===== config.mk =====
export PLATFORM = sky130hd
export DESIGN_NAME = fault_record_logger
export DESIGN_NICKNAME = d
export VERILOG_FILES = /design/src/logic/fault_record_pkg.sv /design/src/logic/unit_timer.sv /design/src/logic/rtc_counter.sv /design/src/logic/fault_record_logger.sv
export SDC_FILE = /design/constraint.sdc
export NUM_CORES = 2
export LEC_CHECK = 0
export ABC_AREA = 0
export BUFFER_PORTS_ARGS = -buffer_cell sky130_fd_sc_hd__buf_2
export CAP_MARGIN = 0
export CORE_AREA = 2 2 303 305
export CTS_CLUSTER_SIZE = 10
export DETAILED_ROUTE_END_ITERATION = 8
export DIE_AREA = 0 0 305 307
export RECOVER_POWER = 25
export SYNTH_ARGS = -nofsm -noshare
export SYNTH_HDL_FRONTEND = slang
export SYNTH_SLANG_ARGS = --single-unit

===== constraint.sdc =====
create_clock -name i_ref_clk -period 44.9 [get_ports i_ref_clk]
set_clock_uncertainty 0.1 [all_clocks]
set_input_delay 8.98 -clock i_ref_clk [delete_from_list [all_inputs] [get_ports i_ref_clk]]
set_output_delay 8.98 -clock i_ref_clk [all_outputs]
set_load 0.01 [all_outputs]

===== src/logic/fault_record_pkg.sv =====
// shared constants, types and layouts of the fault record logger
// assumes a 50 MHz device clock and a word-wide flash macro outside the block
package fault_record_pkg;

  // ****************************************
  // clock and timing
  // ****************************************
  localparam int CLK_HZ = 50_000_000;
  localparam int PROG_TIME_NS = 46000;
  localparam int PROG_CYCLES = (PROG_TIME_NS * (CLK_HZ / 1_000_000) + 999) / 1000;
  localparam int RTC_TICK_HZ = 65536;

  // ****************************************
  // record layout and flash map
  // ****************************************
  localparam int RECORD_BYTES = 64;
  localparam int UNIT_BYTES = 4;
  localparam int UNITS_PER_REC = RECORD_BYTES / UNIT_BYTES;
  localparam int RECS_PER_PAGE = 8;
  localparam int PAGE_BYTES = RECORD_BYTES * RECS_PER_PAGE;
  localparam int SINGLE_PAGES = 4;
  localparam int CYCLIC_PAGES = 5;
  localparam int MAX_RECORDS = 32;
  localparam int CYCLIC_SLOTS = CYCLIC_PAGES * RECS_PER_PAGE;
  localparam int STATUS_WORDS = UNITS_PER_REC - 3;
  localparam int STATUS_BITS = STATUS_WORDS * 32;
  localparam int TIME_BITS = 48;
  localparam logic [15:0] RECORD_BASE = 16'h1000;
  localparam logic [15:0] PWRCNT_ADDR = 16'h0ffc;
  localparam logic [15:0] PWRCNT_MAX = 16'hffff;

  // ****************************************
  // reset values
  // ****************************************
  localparam logic [31:0] ID_RESET = 32'h0000_0000;
  localparam logic [47:0] TIME_RESET = 48'h0000_0000_0000;

  // ****************************************
  // carrier types
  // ****************************************
  typedef struct packed {
    logic prog;
    logic erase;
    logic read;
    logic [15:0] addr;
    logic [31:0] wdata;
  } flash_cmd_s;

  typedef struct packed {
    logic [7:0] count;
    logic [7:0] last_index;
  } record_summary_info_s;

  typedef struct packed {
    logic trig;
    logic [31:0] id;
  } inter_device_link_s;

endpackage


===== src/logic/unit_timer.sv =====
// one-shot cycle timer used to pace flash program and erase operations
// assumes start is a single-cycle pulse and cycles is at least one
`timescale 1ns/1ps
module unit_timer (
  input wire logic i_clk,
  input wire logic i_rst_n,
  input wire logic i_start,
  input wire logic [31:0] i_cycles,
  output logic o_busy,
  output logic o_done
);
  logic [31:0] cnt_ff;
  logic [31:0] nxt_cnt;
  logic done_ff;
  logic nxt_done;

  // count down; done fires on the cycle the count leaves one
  always_comb begin
    nxt_cnt = cnt_ff;
    nxt_done = 1'b0;
    if (i_start) begin
      nxt_cnt = i_cycles;
    end else if (cnt_ff != 32'h0000_0000) begin
      nxt_cnt = cnt_ff - 32'h0000_0001;
      nxt_done = (cnt_ff == 32'h0000_0001);
    end
  end

  always_ff @(posedge i_clk or negedge i_rst_n) begin
    if (!i_rst_n) begin
      cnt_ff <= 32'h0000_0000;
      done_ff <= 1'b0;
    end else begin
      cnt_ff <= nxt_cnt;
      done_ff <= nxt_done;
    end
  end

  assign o_busy = (cnt_ff != 32'h0000_0000);
  assign o_done = done_ff;
endmodule // unit_timer


===== src/logic/rtc_counter.sv =====
// real-time counter in 1/65536 s units, loadable with an epoch value
// assumes reset is asserted whenever the device loses power
`timescale 1ns/1ps
module rtc_counter
  import fault_record_pkg::*;
(
  input wire logic i_clk,
  input wire logic i_rst_n,
  input wire logic i_load,
  input wire logic [fault_record_pkg::TIME_BITS-1:0] i_value,
  output logic [fault_record_pkg::TIME_BITS-1:0] o_time
);
  logic [31:0] acc_ff;
  logic [31:0] nxt_acc;
  logic [TIME_BITS-1:0] time_ff;
  logic [TIME_BITS-1:0] nxt_time;
  logic [31:0] acc_sum;

  // fractional accumulator: exact average rate, since the clock is no multiple of the tick
  always_comb begin
    acc_sum = acc_ff + 32'(RTC_TICK_HZ);
    nxt_acc = acc_sum;
    nxt_time = time_ff;
    if (acc_sum >= 32'(CLK_HZ)) begin
      nxt_acc = acc_sum - 32'(CLK_HZ);
      nxt_time = time_ff + 48'h0000_0000_0001;
    end
    if (i_load) begin
      nxt_time = i_value;
      nxt_acc = 32'h0000_0000;
    end
  end

  // power loss resets the count to zero
  always_ff @(posedge i_clk or negedge i_rst_n) begin
    if (!i_rst_n) begin
      acc_ff <= 32'h0000_0000;
      time_ff <= TIME_RESET;
    end else begin
      acc_ff <= nxt_acc;
      time_ff <= nxt_time;
    end
  end

  assign o_time = time_ff;
endmodule // rtc_counter


===== src/logic/fault_record_logger.sv =====
// fault record logger: snapshot capture, deferred flash commit, record bookkeeping
// assumes a flash macro that takes single-cycle prog/erase/read strobes and
// returns read data with a valid pulse; power-up loads nonvolatile values on pins
`timescale 1ns/1ps
module fault_record_logger #(
  parameter int ERASE_CYCLES = 1_000_000
) (
  input wire logic i_ref_clk,
  input wire logic i_arst_n,
  // sequencing engine
  input wire logic i_rec_loop,
  input wire logic i_rec_enter,
  input wire logic i_supply_loss,
  input wire logic i_state_enter,
  input wire logic i_enter_done,
  input wire logic [fault_record_pkg::STATUS_BITS-1:0] i_status,
  // configuration
  input wire logic i_cyclic_mode,
  input wire logic i_ts_enable,
  // inter-device link
  input wire fault_record_pkg::inter_device_link_s i_link,
  output fault_record_pkg::inter_device_link_s o_link,
  // host side
  input wire logic i_epoch_set,
  input wire logic [fault_record_pkg::TIME_BITS-1:0] i_epoch_time,
  input wire logic i_erase_records,
  input wire logic i_rd_req,
  input wire logic [5:0] i_rd_index,
  input wire logic [3:0] i_rd_word,
  output logic [31:0] o_record_readout,
  output logic o_rd_valid,
  output fault_record_pkg::record_summary_info_s o_record_summary_info,
  output logic [15:0] o_power_up_count,
  output logic [fault_record_pkg::TIME_BITS-1:0] o_rtc_time,
  output logic o_busy,
  output logic o_pending,
  output logic o_full,
  // nonvolatile values presented at power-up
  input wire logic [15:0] i_nv_pwr_cnt,
  input wire logic [7:0] i_nv_rec_count,
  input wire logic [7:0] i_nv_last_index,
  // flash macro
  output fault_record_pkg::flash_cmd_s o_flash,
  input wire logic i_fl_rd_valid,
  input wire logic [31:0] i_fl_rdata
);
  import fault_record_pkg::*;

  // ****************************************
  // reset synchroniser
  // ****************************************
  logic rst_meta_ff;
  logic rst_sync_ff;

  // release through two flops so the whole block leaves reset on one edge
  always_ff @(posedge i_ref_clk or negedge i_arst_n) begin
    if (!i_arst_n) begin
      rst_meta_ff <= 1'b0;
      rst_sync_ff <= 1'b0;
    end else begin
      rst_meta_ff <= 1'b1;
      rst_sync_ff <= rst_meta_ff;
    end
  end

  // ****************************************
  // helpers
  // ****************************************
  typedef enum logic [2:0] {
    ST_PUP_LOAD, ST_PUP_PROG, ST_IDLE, ST_PROG, ST_ERASE_PAGE, ST_ERASE_ALL, ST_READ
  } state_e;

  // byte address of one 4-byte unit of a record slot
  function automatic logic [15:0] rec_addr(input logic [5:0] slot, input logic [3:0] unit);
    rec_addr = RECORD_BASE + {slot, 6'h00} + {10'h000, unit, 2'b00};
  endfunction

  // byte address of a record page
  function automatic logic [15:0] page_addr(input logic [2:0] page);
    page_addr = RECORD_BASE + {4'h0, page, 9'h000};
  endfunction

  logic tmr_start;
  logic [31:0] tmr_cycles;
  logic tmr_done;
  logic [TIME_BITS-1:0] rtc_time;

  unit_timer u_timer (
    .i_clk(i_ref_clk),
    .i_rst_n(rst_sync_ff),
    .i_start(tmr_start),
    .i_cycles(tmr_cycles),
    .o_busy(),
    .o_done(tmr_done)
  );

  rtc_counter u_rtc (
    .i_clk(i_ref_clk),
    .i_rst_n(rst_sync_ff),
    .i_load(i_epoch_set),
    .i_value(i_epoch_time),
    .o_time(rtc_time)
  );

  // ****************************************
  // state
  // ****************************************
  state_e state_ff, nxt_state;
  logic [3:0] unit_ff, nxt_unit;
  logic [5:0] slot_ff, nxt_slot;
  logic [7:0] count_ff, nxt_count;
  logic [7:0] last_ff, nxt_last;
  logic [15:0] pcount_ff, nxt_pcount;
  logic [2:0] page_ff, nxt_page;
  logic [31:0] seq_id_ff, nxt_seq_id;
  logic [STATUS_BITS-1:0] snap_ff, nxt_snap;
  logic [31:0] snap_id_ff, nxt_snap_id;
  logic [TIME_BITS-1:0] stamp_ff, nxt_stamp;
  logic pend_ff, nxt_pend;
  logic wait_ff, nxt_wait;
  logic ready_ff, nxt_ready;
  logic go_ff, nxt_go;
  flash_cmd_s fl_ff, nxt_fl;
  inter_device_link_s link_ff, nxt_link;
  logic [31:0] rd_data_ff, nxt_rd_data;
  logic rd_valid_ff, nxt_rd_valid;
  logic [31:0] word;
  logic [3:0] unit_next;
  logic [5:0] slot_inc;
  logic local_trig;
  logic full;

  // single mode holds 32 at most; cyclic wraps over five pages of slots
  always_comb begin
    full = !i_cyclic_mode && (count_ff >= 8'(MAX_RECORDS));
    if (i_cyclic_mode) begin
      slot_inc = (slot_ff == 6'(CYCLIC_SLOTS - 1)) ? 6'h00 : slot_ff + 6'h01;
    end else begin
      slot_inc = slot_ff + 6'h01;
    end
    local_trig = i_rec_loop || i_rec_enter || i_supply_loss;
  end

  // record word for the unit issued next: id, counter, stamp, then status
  always_comb begin
    unit_next = unit_ff + 4'h1;
    unique case (unit_next)
      4'h0: word = snap_id_ff;
      4'h1: word = {pcount_ff, stamp_ff[47:32]};
      4'h2: word = stamp_ff[31:0];
      default: word = snap_ff[(32'(unit_next) - 3) * 32 +: 32];
    endcase
  end

  // ****************************************
  // trigger capture and commit timing
  // ****************************************
  always_comb begin
    nxt_snap = snap_ff;
    nxt_snap_id = snap_id_ff;
    nxt_seq_id = seq_id_ff;
    nxt_pend = pend_ff;
    nxt_wait = wait_ff;
    nxt_ready = ready_ff;
    nxt_go = go_ff;
    nxt_link = '0;
    if (!pend_ff && local_trig) begin
      nxt_snap = i_status;
      nxt_snap_id = seq_id_ff + 32'h0000_0001;
      nxt_seq_id = seq_id_ff + 32'h0000_0001;
      nxt_pend = 1'b1;
      nxt_link.trig = 1'b1;
      nxt_link.id = seq_id_ff + 32'h0000_0001;
      nxt_go = i_supply_loss;
      nxt_ready = i_rec_enter && !i_supply_loss;
      nxt_wait = i_rec_loop && !i_rec_enter && !i_supply_loss;
    end else if (!pend_ff && i_link.trig) begin
      // a partner's event: adopt its id so merged records line up
      nxt_snap = i_status;
      nxt_snap_id = i_link.id;
      nxt_seq_id = i_link.id;
      nxt_pend = 1'b1;
      nxt_go = 1'b1;
    end else if (pend_ff) begin
      // the snapshot stays frozen; only the commit point advances
      if (wait_ff && i_state_enter) begin
        nxt_wait = 1'b0;
        nxt_ready = 1'b1;
      end
      if (ready_ff && i_enter_done) begin
        nxt_ready = 1'b0;
        nxt_go = 1'b1;
      end
    end
    // commit finished or refused: release the snapshot buffer
    if (pend_ff && ((state_ff == ST_PROG && tmr_done && unit_ff == 4'hf) ||
                    (state_ff == ST_IDLE && go_ff && full))) begin
      nxt_pend = 1'b0;
      nxt_go = 1'b0;
    end
  end

  // ****************************************
  // flash sequencer
  // ****************************************
  always_comb begin
    nxt_state = state_ff;
    nxt_unit = unit_ff;
    nxt_slot = slot_ff;
    nxt_count = count_ff;
    nxt_last = last_ff;
    nxt_pcount = pcount_ff;
    nxt_page = page_ff;
    nxt_stamp = stamp_ff;
    nxt_fl = '0;
    nxt_fl.addr = fl_ff.addr;
    nxt_fl.wdata = fl_ff.wdata;
    nxt_rd_data = rd_data_ff;
    nxt_rd_valid = 1'b0;
    tmr_start = 1'b0;
    tmr_cycles = 32'(PROG_CYCLES);
    unique case (state_ff)
      ST_PUP_LOAD: begin
        // power-up: bump the stored counter, saturating at its top
        nxt_pcount = (i_nv_pwr_cnt == PWRCNT_MAX) ? PWRCNT_MAX
                     : i_nv_pwr_cnt + 16'h0001;
        nxt_count = i_nv_rec_count;
        nxt_last = i_nv_last_index;
        nxt_slot = (i_nv_rec_count == 8'h00) ? 6'h00 : i_nv_last_index[5:0] + 6'h01;
        nxt_fl.prog = 1'b1;
        nxt_fl.addr = PWRCNT_ADDR;
        nxt_fl.wdata = {16'h0000, nxt_pcount};
        tmr_start = 1'b1;
        nxt_state = ST_PUP_PROG;
      end
      ST_PUP_PROG: begin
        if (tmr_done) begin
          nxt_state = ST_IDLE;
        end
      end
      ST_IDLE: begin
        if (go_ff && !full) begin
          nxt_stamp = i_ts_enable ? rtc_time : TIME_RESET;
          nxt_unit = 4'h0;
          nxt_state = ST_PROG;
          tmr_start = 1'b1;
          nxt_fl.prog = 1'b1;
          nxt_fl.addr = rec_addr(slot_ff, 4'h0);
          nxt_fl.wdata = snap_id_ff;
        end else if (i_erase_records) begin
          nxt_page = 3'h0;
          nxt_state = ST_ERASE_ALL;
          nxt_fl.erase = 1'b1;
          nxt_fl.addr = page_addr(3'h0);
          tmr_start = 1'b1;
          tmr_cycles = 32'(ERASE_CYCLES);
        end else if (i_rd_req) begin
          nxt_fl.read = 1'b1;
          nxt_fl.addr = rec_addr(i_rd_index, i_rd_word);
          nxt_state = ST_READ;
        end
      end
      ST_PROG: begin
        if (tmr_done && unit_ff != 4'hf) begin
          // next 4-byte unit only after the previous one has had its full time
          nxt_unit = unit_ff + 4'h1;
          nxt_fl.prog = 1'b1;
          nxt_fl.addr = rec_addr(slot_ff, nxt_unit);
          tmr_start = 1'b1;
          nxt_state = ST_PROG;
        end else if (tmr_done) begin
          nxt_count = (count_ff >= 8'(MAX_RECORDS)) ? 8'(MAX_RECORDS)
                      : count_ff + 8'h01;
          nxt_last = {2'b00, slot_ff};
          nxt_slot = slot_inc;
          nxt_state = ST_IDLE;
          if (i_cyclic_mode && slot_ff[2:0] == 3'(RECS_PER_PAGE - 1)) begin
            nxt_page = slot_inc[5:3];
            nxt_fl.erase = 1'b1;
            nxt_fl.addr = page_addr(slot_inc[5:3]);
            tmr_start = 1'b1;
            tmr_cycles = 32'(ERASE_CYCLES);
            nxt_state = ST_ERASE_PAGE;
          end
        end
      end
      ST_ERASE_PAGE: begin
        if (tmr_done) begin
          nxt_state = ST_IDLE;
        end
      end
      ST_ERASE_ALL: begin
        // wipe all five pages so either mode starts clean
        if (tmr_done && page_ff != 3'(CYCLIC_PAGES - 1)) begin
          nxt_page = page_ff + 3'h1;
          nxt_fl.erase = 1'b1;
          nxt_fl.addr = page_addr(nxt_page);
          tmr_start = 1'b1;
          tmr_cycles = 32'(ERASE_CYCLES);
        end else if (tmr_done) begin
          nxt_count = 8'h00;
          nxt_last = 8'h00;
          nxt_slot = 6'h00;
          nxt_state = ST_IDLE;
        end
      end
      ST_READ: begin
        if (i_fl_rd_valid) begin
          nxt_rd_data = i_fl_rdata;
          nxt_rd_valid = 1'b1;
          nxt_state = ST_IDLE;
        end
      end
    endcase
    // data must follow the unit being started, not the one just finished
    if (state_ff == ST_PROG && unit_ff != 4'hf && tmr_done) begin
      nxt_fl.wdata = word;
    end
  end

  // ****************************************
  // registers
  // ****************************************
  always_ff @(posedge i_ref_clk or negedge rst_sync_ff) begin
    if (!rst_sync_ff) begin
      state_ff <= ST_PUP_LOAD;
      unit_ff <= 4'h0;
      slot_ff <= 6'h00;
      count_ff <= 8'h00;
      last_ff <= 8'h00;
      pcount_ff <= 16'h0000;
      page_ff <= 3'h0;
      seq_id_ff <= ID_RESET;
      snap_ff <= '0;
      snap_id_ff <= ID_RESET;
      stamp_ff <= TIME_RESET;
      pend_ff <= 1'b0;
      wait_ff <= 1'b0;
      ready_ff <= 1'b0;
      go_ff <= 1'b0;
      fl_ff <= '0;
      link_ff <= '0;
      rd_data_ff <= 32'h0000_0000;
      rd_valid_ff <= 1'b0;
    end else begin
      state_ff <= nxt_state;
      unit_ff <= nxt_unit;
      slot_ff <= nxt_slot;
      count_ff <= nxt_count;
      last_ff <= nxt_last;
      pcount_ff <= nxt_pcount;
      page_ff <= nxt_page;
      seq_id_ff <= nxt_seq_id;
      snap_ff <= nxt_snap;
      snap_id_ff <= nxt_snap_id;
      stamp_ff <= nxt_stamp;
      pend_ff <= nxt_pend;
      wait_ff <= nxt_wait;
      ready_ff <= nxt_ready;
      go_ff <= nxt_go;
      fl_ff <= nxt_fl;
      link_ff <= nxt_link;
      rd_data_ff <= nxt_rd_data;
      rd_valid_ff <= nxt_rd_valid;
    end
  end

  // ****************************************
  // outputs
  // ****************************************
  assign o_flash = fl_ff;
  assign o_link = link_ff;
  assign o_record_readout = rd_data_ff;
  assign o_rd_valid = rd_valid_ff;
  assign o_record_summary_info.count = count_ff;
  assign o_record_summary_info.last_index = last_ff;
  assign o_power_up_count = pcount_ff;
  assign o_rtc_time = rtc_time;
  assign o_busy = (state_ff != ST_IDLE);
  assign o_pending = pend_ff;
  assign o_full = full;
endmodule // fault_record_logger


==> impl_results.md <==
* Quantity of hold-fixing buffers added after cts at 0
* Clock Latency Late Sink at ~0.66 ns
* Clock buffer count from CTS at 91
* # setup viols final at 0
* Leakage Power at 22.1 nW
* Actual slew at the worst max-slew pin at 8.57 ns
* Global placer's final weighted congestion at between 0.9 and 1
* Register share of total power at 46.5%
* Failing checks: max-capacitance violations, max-slew violations
* Hold Path Class: reg -> reg
* Post-synthesis sequential area ratio at about half
* Combinational Power Share at between 10% and 20%
* WS Path Type: reg -> async
* Cell variety after synth at 83
* Hold Vio Cnt, Final at 0
* Clock Sinks at between 700 and 800
* Worst setup EP type: asynchronous set/reset pin
* Slew Viols, Final at between 500 and 600
* Slowest CP cell: clkbuf_1
* Ys flop type: dfrtp_1
* First-pass GRT wire length at 208000 µm
* Post-CTS Setup Bufs at 0
* Worst vdd ir at 0.0306 mV
* CTS max path bufs at 3
* Synth warnings at 0
* Final Core Density at between 40 and 50%
* Synth Cell Area at 37600 µm²
* CP Cell Sequence: clkbuf_1, clkbuf_1, clkbuf_1
* Die ar. at around 94000 µm²
* Area grow syn2layout at 19.7%
* Fin crit period at around 20 ns
* Post-synth EDFFs at 0
* Avg Cell Area, Syn at 8.92 µm²
* Final WL at 140000 µm
* CP max stage delay at around 6 ns
* Layout cell share with drive strength beyond 1 at 22.5%
* Outcome: complete, but fails checks
* Max_slew headroom at -471%
* RSZ-0062 raised after global routing: no
* Pwr Total at 0.00165 W
* Via density at 5.47
* Antenna Nets Post-Route at 0
* Seq cells post-synth at 768
* Iteration-0 DRC Markers at roughly 3200
* DR pass1 iterations at 6
* Die Ht at 307 µm
* IO buf count at 778
* Initial antenna violation count at 64
* Max Cap Violations at 6
* Total GRT Usage at 29.5%
* Pin count of the biggest net entering global routing at 180
* Sw Share at 27.3%
* Row count at 111
* Die X at 305 µm
* F_max at 49.2 MHz
* Core area at 90700 µm²
* Top cell by count, worst path: clkbuf_1
* Clock transition at path regs at about 0.06 ns
* Final hold slack at 0.253 ns
* Via count at about 33000
* Startpoint Class: flip-flop
* CP max FO at roughly 160
* Root buffer cell: clkbuf_16
* Overflow after GRT at 0
* Switching Power at 0.000450 W
* Setup TNS at 0 ns
* I/O Pins at roughly 780
* Clock power frac at 41.5%
* Power Density at 36.6 nW/µm²
* CP required at 42.15 ns
* HPWL after detailed placement at roughly 100000 µm
* CTS tree: yes
* Cell-internal power at 0.00120 W
* Final Net Count at about 5400
* Tcrit/Tclk final at a little under half
* CTS H-tree depth at 3
* Vias in the first global route at 32600
* Critical path arrival at 17.57 ns
* Async S/R FF share, synth at 100%
* Remaining DRCs at 0
* Syn Inst Count at 4216
* WL/cell at 22.9 µm
* Resized cells post-CTS at 0
* Starting Density at between 40% and 50%
[power by group through the flow]
stage / Sequential [W] / Combinational, W / Clock [W]
after floorplan: 0.000774 / 0.000117 / 0
after global placement: 0.000778 / 0.000195 / 0
after global routing: 0.000772 / 0.000220 / 0.000728
after detailed placement: 0.000778 / 0.000197 / 0
final: 0.000768 / 0.000197 / 0.000685
after CTS: 0.000766 / 0.000199 / 0.000700
[worst paths after layout]
check / slack, ns / to / cells after the start / from
min in group asynchronous: 0.90 / snap_ff[163] / 0 / rst_sync_ff
setup / recovery: 24.58 / unit_ff[0] / 3 / rst_sync_ff
setup reg to reg: 24.58 / unit_ff[0] / 3 / rst_sync_ff
hold reg to reg: 0.25 / rst_sync_ff / 0 / rst_meta_ff
max in group i_ref_clk: 26.35 / o_full / 3 / i_cyclic_mode
hold / removal: 0.25 / rst_sync_ff / 0 / rst_meta_ff
[cell families (layout without fill, tap and decap cells)]
kind of cell    count (synthesis)  after routing  synth area share, %
flops                         768            768                 51.1
compound gates                604            604                 10.6
simple gates                 2231           2231                 24.5
buf+inv                       355           1010                 3.70
xor+xnor                      119            119                 2.77
mux                           117            117                 6.66
other cells                     2             46               0.0200
fa+ha+maj                      20             20                0.665
[sequential cells by signal, summed over array words and instances (netlist names), 3 cells and up]
| name | cells |
|---|---|
| o_link | 33 |
| u_timer.cnt_ff | 32 |
| count_ff | 8 |
| snap_id_ff | 32 |
| page_ff | 3 |
| snap_ff | 416 |
| o_record_readout | 32 |
| o_power_up_count | 16 |
| state_ff | 3 |
| o_flash | 46 |
| slot_ff | 6 |
| u_rtc.o_time | 48 |
| stamp_ff | 48 |
| unit_ff | 4 |
| u_rtc.acc_ff | 25 |
| last_ff | 8 |
[per-layer routing]
layer  GRT usage (%)  vias up  wire length (µm)
met1            39.6    16400             58800
met4            11.5       42              5010
met2            46.7     1213             65200
li1                -    15500                 -
met3            6.37      247             10300
met5               0        -               266
[worst max-delay path, delay by kind of cell (launching register included)]
family,cells,cell delay [ns]
buffers and inverters,3,14.69
flip-flops,1,1.94
[placed cells by master, fill, tap and decap left out, types with 65 or more instances in the layout]
master / Yosys / final
xnor2_1: 67 / 65
a21oi_1: 128 / 127
nor2_1: 223 / 219
nand2_1: 1673 / 1672
dfrtp_1: 768 / 767
o21ai_0: 158 / 157
nand3_1: 84 / 84
mux4_2: 106 / 106
buf_2: 19 / 778
clkbuf_16: 0 / 92
a31oi_1: 66 / 66
[synthesized netlist by cell type, types with 19 or more instances]
cell type | number | share of area (%)
nand3_1 | 84 | 1.1
nor3_1 | 34 | 0.45
a211oi_1 | 20 | 0.40
nand4_1 | 25 | 0.42
a221oi_1 | 26 | 0.61
clkbuf_1 | 248 | 2.5
buf_1 | 23 | 0.23
a221o_1 | 42 | 1.1
inv_1 | 53 | 0.53
nand2_1 | 1673 | 17
and3_1 | 53 | 0.88
a21oi_1 | 128 | 1.7
a311oi_1 | 19 | 0.44
xnor2_1 | 67 | 1.6
o21ai_0 | 158 | 2.1
or3_1 | 31 | 0.52
nor2_1 | 223 | 2.2
mux4_2 | 106 | 6.3
xor2_1 | 52 | 1.2
a31oi_1 | 66 | 1.1
dfrtp_1 | 768 | 51
buf_2 | 19 | 0.25
ha_1 | 20 | 0.67
o31ai_1 | 26 | 0.52
[area by class of cell]
cell class / instances / area, µm²
inverters: 55 / 206
flip-flops and latches: 768 / 19200
clock inverters: 8 / 77.6
diodes: 40 / 100
well taps: 1186 / 1480
clock buffers: 122 / 2550
repair buffers: 825 / 4240
fillers: 8793 / 45700
multi-input cells: 3097 / 17100
[through the flow]
step / std cells / area (µm²) / setup WS, ns
2_1_floorplan: 4220 / 37600 / 21.81
3_3_place_gp: 5931 / 42300 / 26.36
3_5_place_dp: 5931 / 42300 / 26.36
4_1_cts: 6061 / 45000 / 26.35
5_1_grt: 6088 / 45000 / 20.48
6_report: 6101 / 45000 / 24.58
(Power assumes the default switching activity.)
